[src/hlt_timer_defs.svh]
/*
  Register offsets, field positions, reset values and mode codes for the
  hardware limit timer. Assumes a 32-bit classic Wishbone register bus.
*/
`ifndef HLT_TIMER_DEFS_SVH
`define HLT_TIMER_DEFS_SVH

// Register byte offsets (one aligned word each)
`define OFS_TIMER_CONTROL      6'h00
`define OFS_HW_LIMIT_CONTROL   6'h04
`define OFS_TIMER_CLOCK_SELECT 6'h08
`define OFS_EXT_RESET_SELECT   6'h0C
`define OFS_PERIOD_VALUE       6'h10
`define OFS_COUNT_VALUE        6'h14
`define OFS_PULSE_WIDTH        6'h18
`define OFS_STATUS             6'h1C

// Field positions
`define BIT_RUN                7
`define BIT_PRESCALER_SYNC     7

// Reset values
`define RST_PERIOD             8'hFF
`define RST_COUNT              8'h00

// Mode codes
`define MODE_LVL_RST_LOW       5'h06
`define MODE_LVL_RST_HIGH      5'h07
`define MODE_ONE_SHOT          5'h08
`define MODE_EDGE_OS_RISE      5'h09
`define MODE_EDGE_OS_FALL      5'h0A
`define MODE_EDGE_OS_BOTH      5'h0B
`define MODE_HL_OS_RISE        5'h0C
`define MODE_HL_OS_FALL        5'h0D
`define MODE_LVL_OS_HIGH       5'h0E
`define MODE_LVL_OS_LOW        5'h0F

// Resume delay after a limit reset edge, in clocks
`define RESUME_CYCLES          2'h2

`endif

[src/hlt_timer_pkg.sv]
/*
  Types for the hardware limit timer.
  Assumes hlt_timer_defs.svh supplies the numbers.
*/
package hlt_timer_pkg;
  // One-shot sequencing states
  typedef enum logic [2:0] {
    ST_IDLE  = 3'b001,   // Waiting for run or start edge
    ST_COUNT = 3'b010,   // Counting
    ST_HOLD  = 3'b100    // Held after limit reset
  } seq_e;
endpackage

[src/hlt_timer.sv]
/*
  Hardware limit timer: 8-bit count, period match, one-shot and hardware
  limit modes, pulse drive for a paired PWM unit, sleep behaviour.
  Assumes a classic Wishbone master on CLK, and external reset candidates
  that are asynchronous to CLK.
*/
// The implementer's own choices: the address map and the Wishbone interface to the registers.
// Operation
// - Level limit mode holds count in reset
// - Run bit clear ignores external reset
// - Reset or period match drives PWM high
// - One-shot period match resets, clears run
// - One-shot PWM runs from set to match
// - New one-shot cycle only after match
// - Edge one-shot starts on selected edge
// - Halted edge one-shot needs fresh edge
// - Edge one-shot PWM from edge to match
// - Limit one-shot: first edge starts, later reset
// - Resume counting two clocks after reset edge
// - Edges ignored until run bit set
// - Every start/reset edge activates PWM drive
// - Level one-shot holds reset while level present
// - Level one-shot match clears run, needs edge
// - Level one-shot PWM from start edge
// - Sync bit one stops timer in sleep
// - Sync bit zero keeps counting in sleep
// - Period match returns count to zero
// - Source selector picks external reset input
`timescale 1ns/10ps
`include "hlt_timer_defs.svh"

module hlt_timer
(
  input  wire logic        CLK,
  input  wire logic        RESET,
  input  wire logic [5:0]  ADR_I,
  input  wire logic [31:0] DAT_I,
  output logic      [31:0] DAT_O,
  input  wire logic        WE_I,
  input  wire logic [3:0]  SEL_I,
  input  wire logic        CYC_I,
  input  wire logic        STB_I,
  output logic             ACK_O,
  input  wire logic [15:0] RESET_SOURCES,
  input  wire logic        SLEEP,
  output logic      [7:0]  COUNT_OUT,
  output logic             PERIOD_MATCH,
  output logic             PWM_DRIVE,
  output logic             OSC_KEEP
);

  ////////////////////////////////////////////////////////////////////////
  // Declarations

  logic [7:0]  control_q;      // Run, prescale, postscale
  logic [7:0]  hlt_q;          // Sync, polarity, mode
  logic [7:0]  clksel_q;       // Clock source select
  logic [3:0]  rsel_q;         // Reset source select
  logic [7:0]  period_q;       // Period register
  logic [7:0]  count_q;        // Count register
  logic [7:0]  width_q;        // Pulse width register
  logic        ack_q;          // Bus acknowledge
  logic [2:0]  ers_sync_q;     // Three-stage synchroniser
  logic        ers_q;          // Filtered external level
  logic        ers_prev_q;     // Previous filtered level
  logic        pwm_q;          // PWM drive
  logic        match_q;        // Match seen, clear next cycle
  logic [1:0]  hold_q;         // Resume delay counter
  hlt_timer_pkg::seq_e state_q;// One-shot sequencer
  logic [4:0]  mode;           // Mode field
  logic        run;            // Run bit
  logic        ers_raw;        // Selected source
  logic        rise;           // Rising edge of filtered level
  logic        fall;           // Falling edge of filtered level
  logic        sel_edge;       // Edge selected by mode
  logic        lvl_reset;      // Level reset asserted
  logic        is_match;       // Count equals period
  logic        active;         // Timer allowed to advance
  logic        wr;             // Bus write strobe
  logic        rd_unused;      // Unused bus bits
  logic        sw_run_clr;     // Hardware clears run bit
  logic        counting;       // Count advances this cycle
  logic        cnt_reset;      // Count forced to zero

  assign mode      = hlt_q[4:0];
  assign run       = control_q[`BIT_RUN];
  assign wr        = CYC_I && STB_I && WE_I && !ack_q && SEL_I[0];
  assign rd_unused = ^DAT_I[31:8] ^ ^SEL_I[3:1];

  ////////////////////////////////////////////////////////////////////////
  // Helper functions

  // Mode belongs to the one-shot family
  function automatic logic one_shot(input logic [4:0] m);
    one_shot = m[3];
  endfunction

  // Active reset level for level modes
  function automatic logic lvl_active(input logic [4:0] m, input logic l);
    case (m)
      `MODE_LVL_RST_LOW:  lvl_active = !l;
      `MODE_LVL_RST_HIGH: lvl_active = l;
      `MODE_LVL_OS_HIGH:  lvl_active = l;
      `MODE_LVL_OS_LOW:   lvl_active = !l;
      default:            lvl_active = 1'b0;
    endcase
  endfunction

  ////////////////////////////////////////////////////////////////////////
  // External reset selection and synchroniser

  // Source selector; 0000 is the input pin
  assign ers_raw = RESET_SOURCES[rsel_q];

  // Three flops; a change counts when stages two and three agree
  always_ff @(posedge CLK)
  begin
    if (RESET)
    begin
      ers_sync_q <= 3'h0;
      ers_q      <= 1'b0;
      ers_prev_q <= 1'b0;
    end
    else
    begin
      ers_sync_q <= {ers_sync_q[1:0], ers_raw};
      if (ers_sync_q[1] == ers_sync_q[2])
      begin
        ers_q <= ers_sync_q[2];
      end
      ers_prev_q <= ers_q;
    end
  end

  assign rise = ers_q && !ers_prev_q;
  assign fall = !ers_q && ers_prev_q;

  // Edge chosen by mode
  always_comb
  begin
    case (mode)
      `MODE_EDGE_OS_RISE: sel_edge = rise;
      `MODE_EDGE_OS_FALL: sel_edge = fall;
      `MODE_EDGE_OS_BOTH: sel_edge = rise | fall;
      `MODE_HL_OS_RISE:   sel_edge = rise;
      `MODE_HL_OS_FALL:   sel_edge = fall;
      `MODE_LVL_OS_HIGH:  sel_edge = fall;
      `MODE_LVL_OS_LOW:   sel_edge = rise;
      default:            sel_edge = 1'b0;
    endcase
  end

  // Level reset only honoured while running
  assign lvl_reset = run && lvl_active(mode, ers_q);

  ////////////////////////////////////////////////////////////////////////
  // Sleep gating and match

  // Sync bit set stops the timer in sleep, else it keeps counting
  assign active   = !(SLEEP && hlt_q[`BIT_PRESCALER_SYNC]);
  assign OSC_KEEP = SLEEP && !hlt_q[`BIT_PRESCALER_SYNC] && (clksel_q[2:0] != 3'h0);
  assign is_match = (count_q == period_q);

  // Sequencer decides when counting happens in one-shot modes other than MODE_ONE_SHOT
  always_comb
  begin
    counting = 1'b0;
    if (!one_shot(mode))
    begin
      counting = run && !lvl_reset;
    end
    else
    begin
      case (mode)
        `MODE_ONE_SHOT: counting = run;
        default:        counting = run && (state_q == hlt_timer_pkg::ST_COUNT)
                                   && !lvl_reset;
      endcase
    end
  end

  // Match clears the count on the very next edge, never period plus one
  assign cnt_reset  = lvl_reset || (counting && is_match);
  assign sw_run_clr = active && counting && is_match && one_shot(mode);

  ////////////////////////////////////////////////////////////////////////
  // One-shot sequencer

  always_ff @(posedge CLK)
  begin
    if (RESET)
    begin
      state_q <= hlt_timer_pkg::ST_IDLE;
      hold_q  <= 2'h0;
    end
    else if (!run || !active)
    begin
      // Halted: a fresh edge is needed after run is set again
      if (!run)
      begin
        state_q <= hlt_timer_pkg::ST_IDLE;
      end
    end
    else
    begin
      case (state_q)
        hlt_timer_pkg::ST_IDLE:
        begin
          if (sel_edge)
          begin
            state_q <= hlt_timer_pkg::ST_COUNT;
          end
        end
        hlt_timer_pkg::ST_COUNT:
        begin
          // Later edge in limit one-shot resets and holds
          if (sel_edge && (mode == `MODE_HL_OS_RISE || mode == `MODE_HL_OS_FALL))
          begin
            state_q <= hlt_timer_pkg::ST_HOLD;
            hold_q  <= `RESUME_CYCLES - 2'h1;
          end
        end
        hlt_timer_pkg::ST_HOLD:
        begin
          if (hold_q == 2'h0)
          begin
            state_q <= hlt_timer_pkg::ST_COUNT;
          end
          else
          begin
            hold_q <= hold_q - 2'h1;
          end
        end
        default:
        begin
          state_q <= hlt_timer_pkg::ST_IDLE;
        end
      endcase
    end
  end

  ////////////////////////////////////////////////////////////////////////
  // Count register

  always_ff @(posedge CLK)
  begin
    if (RESET)
    begin
      count_q <= `RST_COUNT;
      match_q <= 1'b0;
    end
    else if (wr && ADR_I == `OFS_COUNT_VALUE)
    begin
      count_q <= DAT_I[7:0];
      match_q <= 1'b0;
    end
    else if (active)
    begin
      match_q <= counting && is_match;
      if (cnt_reset || state_q == hlt_timer_pkg::ST_HOLD)
      begin
        count_q <= 8'h00;
      end
      else if (counting)
      begin
        count_q <= count_q + 8'h01;
      end
    end
  end

  ////////////////////////////////////////////////////////////////////////
  // PWM drive

  always_ff @(posedge CLK)
  begin
    if (RESET)
    begin
      pwm_q <= 1'b0;
    end
    else if (!one_shot(mode))
    begin
      // Level limit: reset or period match raises drive
      if (lvl_reset || match_q)
      begin
        pwm_q <= 1'b1;
      end
      else if (run && count_q == width_q)
      begin
        pwm_q <= 1'b0;
      end
    end
    else if (mode == `MODE_ONE_SHOT)
    begin
      // Starts with run, ends at width; cleared run extends it
      if (run && !pwm_q && count_q == 8'h00 && !match_q)
      begin
        pwm_q <= 1'b1;
      end
      else if (run && count_q == width_q)
      begin
        pwm_q <= 1'b0;
      end
    end
    else
    begin
      // Start edge and later limit edges raise drive, match does not
      if (run && sel_edge && state_q != hlt_timer_pkg::ST_HOLD &&
          (state_q == hlt_timer_pkg::ST_IDLE ||
           mode == `MODE_HL_OS_RISE || mode == `MODE_HL_OS_FALL))
      begin
        pwm_q <= 1'b1;
      end
      else if (counting && count_q == width_q)
      begin
        pwm_q <= 1'b0;
      end
    end
  end

  ////////////////////////////////////////////////////////////////////////
  // Register writes

  always_ff @(posedge CLK)
  begin
    if (RESET)
    begin
      control_q <= 8'h00;
      hlt_q     <= 8'h00;
      clksel_q  <= 8'h00;
      rsel_q    <= 4'h0;
      period_q  <= `RST_PERIOD;
      width_q   <= 8'h00;
    end
    else
    begin
      if (wr && ADR_I == `OFS_TIMER_CONTROL)
      begin
        control_q <= DAT_I[7:0];
      end
      else if (sw_run_clr)
      begin
        control_q[`BIT_RUN] <= 1'b0;
      end
      if (wr && ADR_I == `OFS_HW_LIMIT_CONTROL)
      begin
        hlt_q <= DAT_I[7:0];
      end
      if (wr && ADR_I == `OFS_TIMER_CLOCK_SELECT)
      begin
        clksel_q <= {4'h0, DAT_I[3:0]};
      end
      if (wr && ADR_I == `OFS_EXT_RESET_SELECT)
      begin
        rsel_q <= DAT_I[3:0];
      end
      if (wr && ADR_I == `OFS_PERIOD_VALUE)
      begin
        period_q <= DAT_I[7:0];
      end
      if (wr && ADR_I == `OFS_PULSE_WIDTH)
      begin
        width_q <= DAT_I[7:0];
      end
    end
  end

  ////////////////////////////////////////////////////////////////////////
  // Bus acknowledge and read data

  always_ff @(posedge CLK)
  begin
    if (RESET)
    begin
      ack_q <= 1'b0;
      DAT_O <= 32'h0000_0000;
    end
    else
    begin
      ack_q <= CYC_I && STB_I && !ack_q;
      case (ADR_I)
        `OFS_TIMER_CONTROL:      DAT_O <= {24'h0, control_q};
        `OFS_HW_LIMIT_CONTROL:   DAT_O <= {24'h0, hlt_q};
        `OFS_TIMER_CLOCK_SELECT: DAT_O <= {24'h0, clksel_q};
        `OFS_EXT_RESET_SELECT:   DAT_O <= {28'h0, rsel_q};
        `OFS_PERIOD_VALUE:       DAT_O <= {24'h0, period_q};
        `OFS_COUNT_VALUE:        DAT_O <= {24'h0, count_q};
        `OFS_PULSE_WIDTH:        DAT_O <= {24'h0, width_q};
        `OFS_STATUS:             DAT_O <= {27'h0, rd_unused & 1'b0, ers_q, state_q};
        default:                 DAT_O <= 32'h0000_0000;
      endcase
    end
  end

  assign ACK_O        = ack_q;
  assign COUNT_OUT    = count_q;
  assign PERIOD_MATCH = match_q;
  assign PWM_DRIVE    = pwm_q;

endmodule

[config.mk]
export PLATFORM = sky130hd
export DESIGN_NAME = hlt_timer
export DESIGN_NICKNAME = d
export VERILOG_FILES = /design/src/hlt_timer_pkg.sv /design/src/hlt_timer.sv
export VERILOG_INCLUDE_DIRS = /design/src
export SDC_FILE = /design/constraint.sdc
export NUM_CORES = 1
export LEC_CHECK = 0
export ABC_AREA = 0
export BUFFER_PORTS_ARGS = -buffer_cell sky130_fd_sc_hd__buf_2
export CORE_AREA = 4 4 100 102
export CTS_CLUSTER_SIZE = 28
export DETAILED_ROUTE_END_ITERATION = 6
export DIE_AREA = 0 0 104 106
export PLACE_DENSITY_LB_ADDON = 0.25
export SLEW_MARGIN = 25
export SYNTH_ARGS = -nofsm -noshare
export SYNTH_HDL_FRONTEND = slang
export SYNTH_SLANG_ARGS = --single-unit
[constraint.sdc]
create_clock -name CLK -period 4 [get_ports CLK]
set_input_delay 0.8 -clock CLK [delete_from_list [all_inputs] [get_ports CLK]]
set_output_delay 0.8 -clock CLK [all_outputs]
set_load 0.01 [all_outputs]
==> results of run 1 <==
through the flow:
| step | instances | power, W |
|---|---|---|
| 5_1_grt | 610 | 0.001381 |
| 6_report | 610 | 0.001334 |
| 3_3_place_gp | 595 | 0.0007918 |
| 4_1_cts | 610 | 0.001342 |
| 2_1_floorplan | 483 | 0.0007728 |
| 3_5_place_dp | 595 | 0.0007919 |
power by group through the flow:
| stage | clock (W) | combinational, W | sequential (W) |
|---|---|---|---|
| floorplan | 0 | 0.0000670 | 0.000706 |
| global placement | 0 | 0.0000861 | 0.000706 |
| detailed placement | 0 | 0.0000860 | 0.000706 |
| CTS | 0.000566 | 0.0000864 | 0.000690 |
| global route | 0.000596 | 0.0000951 | 0.000690 |
| finish | 0.000557 | 0.0000877 | 0.000690 |
registers in the layout (all words and copies together) (netlist names):
register	count
hlt_q	8
ers_prev_q	1
width_q	8
hold_q	2
DAT_O	8
ers_sync_q	3
period_q	8
PERIOD_MATCH	1
clksel_q	4
state_q	3
PWM_DRIVE	1
COUNT_OUT	8
control_q	8
ers_q	1
rsel_q	4
ACK_O	1
routing by layer:
metal | up-vias | wire, µm | global-route usage [%]
li1 | 1651 | - | -
met1 | 1660 | 4838 | 25.47
met2 | 135 | 4898 | 31.71
met3 | 10 | 689 | 4.189
met4 | 0 | 119 | 5.413
met5 | - | 0 | 0
cell usage after synthesis, types with 3 or more instances:
library cell / count
nand3_1: 27
buf_6: 4
nor4_1: 7
nand4_1: 5
a22oi_1: 10
nand2_1: 47
a31oi_1: 7
o21ai_0: 16
a22o_1: 4
dfxtp_1: 69
mux2i_1: 25
ha_1: 5
buf_4: 27
nor2b_1: 4
and2_1: 6
nor2_1: 41
nor3b_1: 4
nand3b_1: 4
clkbuf_1: 12
a221oi_1: 3
and3_1: 8
buf_2: 11
xnor2_1: 12
inv_1: 13
nor3_1: 4
mux4_2: 9
xor2_1: 4
a21oi_1: 22
mux2_2: 6
layout make-up:
class / instances / area (µm²)
fill: 889 / 4752
multi-input combinational: 343 / 2296
tap: 111 / 138.9
timing repair buffer: 59 / 302.8
inverter: 13 / 48.80
clock buffer: 9 / 123.9
sequential: 69 / 1381
clock inverter: 6 / 65.06
worst reg2reg max path, stage by stage (launching register included):
cell	delay, ps
dfxtp_1	310
and3b_1	230
and3_1	550
and3_1	660
mux2i_1	280
nor2_1	50
cell families (layout without fill, tap and decap cells):
| family | Yosys count | count (layout) |
|---|---|---|
| AND/OR/NAND/NOR | 176 | 176 |
| AO/OA/AOI/OAI | 81 | 81 |
| flip-flops | 69 | 69 |
| adder cells (fa/ha/maj) | 5 | 5 |
| multiplexers | 40 | 40 |
| buffers and inverters | 71 | 87 |
| other | 1 | 24 |
| XOR/XNOR | 17 | 17 |
how the worst max path moves through the flow:
stage                               to  slack, ps
after floorplan             width_q[2]       1840
after global placement    COUNT_OUT[2]       1290
after detailed placement  COUNT_OUT[2]       1240
after CTS                 COUNT_OUT[2]       1610
after global routing      COUNT_OUT[2]       1450
final                     COUNT_OUT[2]       1570
==> impl_results.md, run 1 <==
- Setup bufs post-CTS: 0
- Root Driver: clkbuf_8
- Vias: 3456
- Num CTS Buffers: 9
- Layout Utilization: a little under half
- Buf+Inv Stages, Crit Path: 2
- Initial drt markers: 243
- Placed cell area: 4168 µm²
- RSZ-0062 raised after global routing: false
- Clk_lat worst skew: approximately 350 ps
- Post-synth EDFFs: 0
- Area share of fa/ha/maj cells after synthesis: under 10%
- Compound-cell area share of the yosys netlist: 13.47%
- Core area: 9109 µm²
- Initial Util: 44.16%
- CTS-repair resized insts: 0
- Final instance area: about 4400 µm²
- Clk_skew: ~11 ps
- Vias/cell: 5.666
- Synth unique cells: 63
- Setup TNS: 0 ps
- First-pass DRT Iterations: 5
- Synth Register Bits: 69
- N_diodes: 0
- Setup crit start: ADR_I[3]
- Crit path kind: input port to register
- Cells after synthesis: 460
- Global route overflow: 0
- Leakage: 1.761 nW
- Type of the worst min-delay path: register to register
- P&R area growth vs syn: 8.305%
- Sw Pwr: 0.0003310 W
- Status: completed
- Final WL: roughly 11 mm
- All-Layer GR Usage: 19.24%
- Synth top area share: 34.34%
- Drt wl/cell: 17.29 µm
- Ys Warns: 0
- Pre-CTS setup slack: roughly 1200 ps
- Reg2reg setup slack: 1800 ps
- Sequential element share of the synthesized area: 34.34%
- Hold_sp: ers_sync_q[0]
- CTS sink cnt: 69
- DRC viols: 0
- Worst Path Required: 4210 ps
- Ports: 108
- CTS tree: built
- Final Critical Period: ~2400 ps
- Crit path max-delay cell type: nor2_2
- Worst R2R Start: ACK_O
- Worst slew margin: 58.31%
- Synth top area cells: dfxtp_1 (34%), mux2i_1 (6.2%), buf_4 (5.0%)
- Tcrit/Tclk final: 60.77%
- Largest net degree at the start of global routing: 48
- Crit. End Element: register
- Xor/xnor share of the synthesized area: 4.044%
- Port Buffer Count: 56
- Detailed placement HPWL: 7.519 mm
- Maxcap violations: 0
- WHS Endpoint: ers_sync_q[1]
- WP data arrival: around 2600 ps
- Synth Area in Simple Gates: around 23%
- Critical Path Fanout Max: 13
- Top delay family on crit path: simple AND/OR/NAND/NOR gates
- Synth Cell Area: between 4000 and 5000 µm²
- R2R Path End: control_q[0]
- Pins Over Slew Limit: 0
- Post-layout nets: 564
- Hold Fails Final Rpt: 0
- Most frequent cells in the layout: dfxtp_1 (69), buf_2 (56), nand2_1 (47)
- Peak VDD IR: about 150 µV
- # rows: 35
- Power share of the combinational group: 6.6%
- Cell mode on critical path: nor2_2
- Layout cells sized above 1: 20.84%
- Int Pwr: 0.001003 W
- Flop pwr share: 51.7%
- Initial antenna violation count: 0
- DIE HEIGHT: 106 µm
- Hold buffer count at cts: 0
- Hold Crit Depth: 1
- GPL Wtd Cong: 0.8468
- PD cells: 306.3 nW/µm²
- Largest family of logic cells by synthesized area: simple AND/OR/NAND/NOR gates
- Mux cell area share after synthesis: 12.94%
- Final hold slack: 460.4 ps
- Max incr delay on CP: roughly 440 ps
- Least-Margin Pin Slew: ~630 ps
- Fmax: 411.4 MHz
- Number of global-route vias before repair: about 3400
- Worst r2r path cells: 5
- Yosys top cell by area: dfxtp_1
- Mapped Avg Cell Area: 8.745 µm²
- CP Launch Type: input port
- Htree depth: 3
- Sw Share: 24.81%
- Clock Path Buffers: 2
- ANT nets after route: 0
- Async S/R FF share, synth: 0%
- Die area: 11020 µm²
- Ys flop type: dfxtp_1
- Worst-path clk slew: approximately 70 ps
- First-pass GRT wire length: 17.04 mm
- Crit-path cells: buf_2 -> nor4_2 -> buf_4 -> nand4_1 -> nor2_2 -> nor2_2 -> o21ai_0 -> a31oi_1
- Commonest non-fill, non-tap cell in the layout: dfxtp_1
- Critical path depth: 8
- Clock network power share: 41.7%
- Die W: 104 µm
- Post-route worst setup slack: 1569 ps
- Finish-stage setup viols: 0
No activity file was read; power rests on OpenSTA's default activity.
==> run 2, diff against run 1 <==
Clock period 4 ns to 2.25 ns, I/O delays scaled along.
==> impl_results.md, run 2 (same netlist as run 1, synthesis figures left out) <==
- Detailed placement HPWL: 8.176 mm
- Total power: 0.002446 W
- Most frequent cells in the layout: dfxtp_1 (69), buf_2 (56), nand2_1 (47)
- Crit path max-delay cell type: dfxtp_1
- DRC viols: 0
- First-pass DRT Iterations: 5
- Die area: 11020 µm²
- Tcrit/Tclk final: 88.83%
- First-pass GRT wire length: 17.18 mm
- Clk_lat worst skew: about 360 ps
- Final WL: roughly 11 mm
- N_diodes: 0
- Final Critical Period: approximately 2000 ps
- ANT nets after route: 0
- Vias: 3580
- # rows: 35
- Cells after DPL: about 610
- Initial antenna violation count: 0
- Crit. End Element: register
- Root Driver: clkbuf_8
- Layout cells sized above 1: about 24%
- Core area: ~9000 µm²
- Worst Path Required: about 2500 ps
- Placed cell area: 4323 µm²
- Initial Util: between 40% and 50%
- WP data arrival: 2290 ps
- CTS tree: built
- Number of global-route vias before repair: roughly 3300
- P&R area growth vs syn: 12.63%
- Post-layout nets: 583
- Htree depth: 3
- All-Layer GR Usage: 19.75%
- Area of the multi-input gates: 2300 µm²
- Port Buffer Count: 56
- Fill count: 887
- Die W: 104 µm
- Clock Path Buffers: 2
- Status: completed
- PD cells: 539.9 nW/µm²
- Clk_skew: 16.20 ps
- Worst-path clk slew: 90 ps
- Ports: approximately 110
- Final cell count without fillers: 630
- Register area: roughly 1400 µm²
- Hold Fails Final Rpt: 0
- Max incr delay on CP: 470 ps
- Peak VDD IR: roughly 340 µV
- Reg2reg setup slack: 250 ps
- Setup TNS: 0 ps
- Global route overflow: 0
- CTS sink cnt: between 60 and 70
- Drt wl/cell: between 15 and 20 µm
- Largest net degree at the start of global routing: 31
- Pins Over Slew Limit: 0
- Vias/cell: roughly 5.7
- DIE HEIGHT: around 110 µm
- Critical Path Fanout Max: 6
- Final hold slack: 407.9 ps
- Least-Margin Pin Slew: ~560 ps
- Leakage: roughly 1.9 nW
- Type of the worst min-delay path: input port to register
- Fmax: 500.3 MHz
- Finish-stage setup viols: 0
- Commonest non-fill, non-tap cell in the layout: dfxtp_1
- CP Launch Type: register
- Initial drt markers: 235
- Crit path kind: register to register
- GPL Wtd Cong: around 0.87
- Final instance area: 4531 µm²
- Worst slew margin: 62.84%
- Num CTS Buffers: 9
- Crit-path cells: inv_1 -> ha_1 -> mux2_2 -> a22o_1 -> a21oi_2 -> nor3_2 -> and3_1 -> nor3_1
- Maxcap violations: 0
- Hold buffer count at cts: 0
- RSZ-0062 raised after global routing: false
## run 2: worst paths after layout
| path | start | endpoint | depth (start not counted) |
|---|---|---|---|
| setup / recovery | ers_q | hold_q[0] | 8 |
| hold / removal | DAT_I[6] | period_q[6] | 3 |
| setup reg to reg | ers_q | hold_q[0] | 8 |
| hold reg to reg | ers_sync_q[0] | ers_sync_q[1] | 1 |
## run 2: report_power, final
part	switching, W	leakage [nW]	internal [W]	total [W]
Sequential	0.00000203	0.557	0.00122	0.00123
Combinational	0.000106	1.21	0.0000587	0.000164
Clock	0.000529	0.102	0.000527	0.00106
## run 2: final cells by class
cell class / count / area share (%)
inverters: 13 / 1.077
flip-flops and latches: 69 / 30.49
clock buffers: 9 / 2.734
multi-input cells: 343 / 50.76
repair buffers: 78 / 10.11
well taps: 111 / 3.065
clock inverters: 7 / 1.767
## run 2: per-layer routing
layer | wire [µm] | GRT usage, % | vias to the layer above
met2 | 5029 | 30.73 | 156
met5 | 0 | 0 | -
met1 | 4833 | 26.64 | 1718
li1 | - | - | 1691
met3 | 918 | 5.282 | 15
met4 | 110 | 6.553 | 0
## run 2: what timing repair did
item | CTS | global route
gates resized for setup | 0 | 1
setup buffers | 0 | 0
endpoints found under the hold margin | 0 | 0
setup endpoints to repair | 0 | 1
## run 2: per-stage QoR
step | setup WS [ps] | util (%)
finish | 251.3 | 49.74
global route | 73.21 | 49.74
CTS | 150.0 | 49.70
detailed placement | 154.6 | 47.46
global placement | 218.7 | 47.46
floorplan | 437.6 | -
## run 2: worst max-delay path, delay by kind of cell (launching register included)
kind	cells	cell delay [ps]
AND/OR/NAND/NOR	3	440
multiplexers	1	270
buffers and inverters	1	100
AO/OA/AOI/OAI	2	420
adder cells (fa/ha/maj)	1	240
flip-flops	1	470
==> run 3, diff against run 2 <==
Settings changed: CELL_PAD_IN_SITES_DETAIL_PLACEMENT set to 0, CELL_PAD_IN_SITES_GLOBAL_PLACEMENT set to 2, CORE_AREA 4 4 100 102 to 4 4 119 121, DIE_AREA 0 0 104 106 to 0 0 123 125.
==> impl_results.md, run 3 (same netlist as run 1, synthesis figures left out) <==
- Commonest non-fill, non-tap cell in the layout: dfxtp_1
- Critical path depth: 8
- Sw Share: between 20% and 30%
- Crit-path cells: inv_1 -> ha_1 -> mux2_2 -> a22o_1 -> a21oi_1 -> nor3_2 -> and3_1 -> nor3_1
- Worst-path clk slew: about 60 ps
- Int Pwr: 0.002141 W
- Post-route worst setup slack: 187.3 ps
- Hold buffer count at cts: 0
- Power share of the combinational group: 5.9%
- Pins Over Slew Limit: 0
- Fmax: 484.8 MHz
- CTS sink cnt: 69
- Peak VDD IR: 379.3 µV
- N_diodes: 0
- WP data arrival: 2320 ps
- First-pass GRT wire length: between 15 and 20 mm
- CTS-repair resized insts: 0
- Clock network power share: 50.1%
- Worst R2R Start: ers_q
- Final Critical Period: slightly above 2000 ps
- Max incr delay on CP: 450 ps
- Clk_skew: 8.545 ps
- Clock Path Buffers: 2
- P&R area growth vs syn: 16.61%
- Number of global-route vias before repair: 3334
- RSZ-0062 raised after global routing: false
- Ports: 108
- ANT nets after route: 0
- Initial antenna violation count: 0
- Port Buffer Count: 56
- Crit path kind: register to register
- First-pass DRT Iterations: 5
- Reg2reg setup slack: 190 ps
- Sw Pwr: 0.0006507 W
- Final cell count without fillers: 696
- Final WL: about 12 mm
- Setup TNS: 0 ps
- Crit path max-delay cell type: dfxtp_1
- Pre-CTS setup slack: 146.8 ps
- Least-Margin Pin Slew: about 510 ps
- Die area: 15380 µm²
- Critical Path Sink: hold_q[0]
- Htree depth: 3
- Cells after DPL: 680
- Flop pwr share: about 44%
- DRC viols: 0
- Leakage: 1.919 nW
- Status: completed
- Worst slew margin: around 66%
- Initial drt markers: approximately 170
- CTS tree: built
- Detailed placement HPWL: 9.168 mm
- Layout cells sized above 1: 23.85%
- Type of the worst min-delay path: input port to register
- Area of the multi-input gates: 2296 µm²
- Setup crit start: ers_q
- All-Layer GR Usage: about 16%
- Vias/cell: 4.927
- Buf+Inv Stages, Crit Path: 1
- Crit. End Element: register
- Setup bufs post-CTS: 0
- Worst Path Required: between 2000 and 3000 ps
- Register area: 1381 µm²
- Die W: ~120 µm
- CP Launch Type: register
- Worst r2r path cells: 8
- Core area: 13090 µm²
- Critical Path Fanout Max: 6
- Vias: 3429
- Top delay family on crit path: compound AO/OA/AOI/OAI gates
- Clk_lat worst skew: 330 ps
- Num CTS Buffers: 9
- PD cells: 595.2 nW/µm²
- Tcrit/Tclk final: between 90% and 100%
- Initial Util: 30.74%
- Maxcap violations: 0
- Drt wl/cell: 17.26 µm
- Fill count: 1383
- Root Driver: clkbuf_16
- # rows: 42
- DIE HEIGHT: 125 µm
- Hold Fails Final Rpt: 0
- Largest net degree at the start of global routing: 46
- GPL Wtd Cong: between 0.8 and 0.9
- R2R Path End: hold_q[0]
- Global route overflow: 0
- Most frequent cells in the layout: dfxtp_1 (69), buf_2 (56), nand2_1 (47)
- Finish-stage setup viols: 0
- Post-layout nets: 584
[run 3: cell count changes in the layout (fill, tap and decap cells not counted), moves of 2 or more]
cell / previous run / this run
clkbuf_8: 9 / 0
buf_4: 21 / 23
clkinv_2: 1 / 3
clkbuf_16: 0 / 9
[run 3: worst register-to-register path, delay by kind of cell (launching register included)]
kind	cells	cell delay (ps)
adders and majority gates	1	240
and+or+nand+nor	3	450
AOI/OAI and AO/OA	2	500
DFF	1	450
buffers and inverters	1	90
muxes	1	260
[run 3: area by class of cell]
class	count	area share [%]
clock inverters	6	1.334
clock buffers	10	4.881
repair buffers	79	9.656
inverters	13	1.040
flip-flops and latches	69	29.45
well taps	176	4.695
multi-input cells	343	48.95
[run 3: worst min path at each step]
stage                             start       endpoint  slack (ps)  cells past startpoint
after floorplan           ers_sync_q[0]  ers_sync_q[1]         410                      1
after global placement    ers_sync_q[0]  ers_sync_q[1]         430                      1
after detailed placement  ers_sync_q[0]  ers_sync_q[1]         450                      1
after CTS                         RESET      hold_q[1]         410                      2
after global routing              RESET      hold_q[1]         400                      2
final                             RESET      hold_q[1]         400                      2
[run 3: routing by layer]
metal,part of all wire [%],global-route usage [%]
met1,46,21.20
met2,49,25.60
met3,3.2,2.439
met5,0,0
met4,1.9,5.472
[run 3: through the flow]
step | instance area [µm²] | utilization [%] | hold WS (ps) | total power, W
floorplan | 4109 | - | 413.8 | 0.001374
global placement | 4399 | 33.62 | 425.8 | 0.001418
detailed placement | 4399 | 33.62 | 448.3 | 0.001420
CTS | 4691 | 35.85 | 405.7 | 0.002830
global route | 4691 | 35.85 | 402.1 | 0.002891
finish | 4691 | 35.85 | 403.7 | 0.002792
[run 3: power groups by stage]
stage	Clock (W)	Sequential [W]	Combinational, W
after floorplan	0	0.00125	0.000119
after global placement	0	0.00125	0.000163
after detailed placement	0	0.00125	0.000165
after CTS	0.00144	0.00123	0.000165
after global routing	0.00148	0.00123	0.000179
final	0.00140	0.00123	0.000164
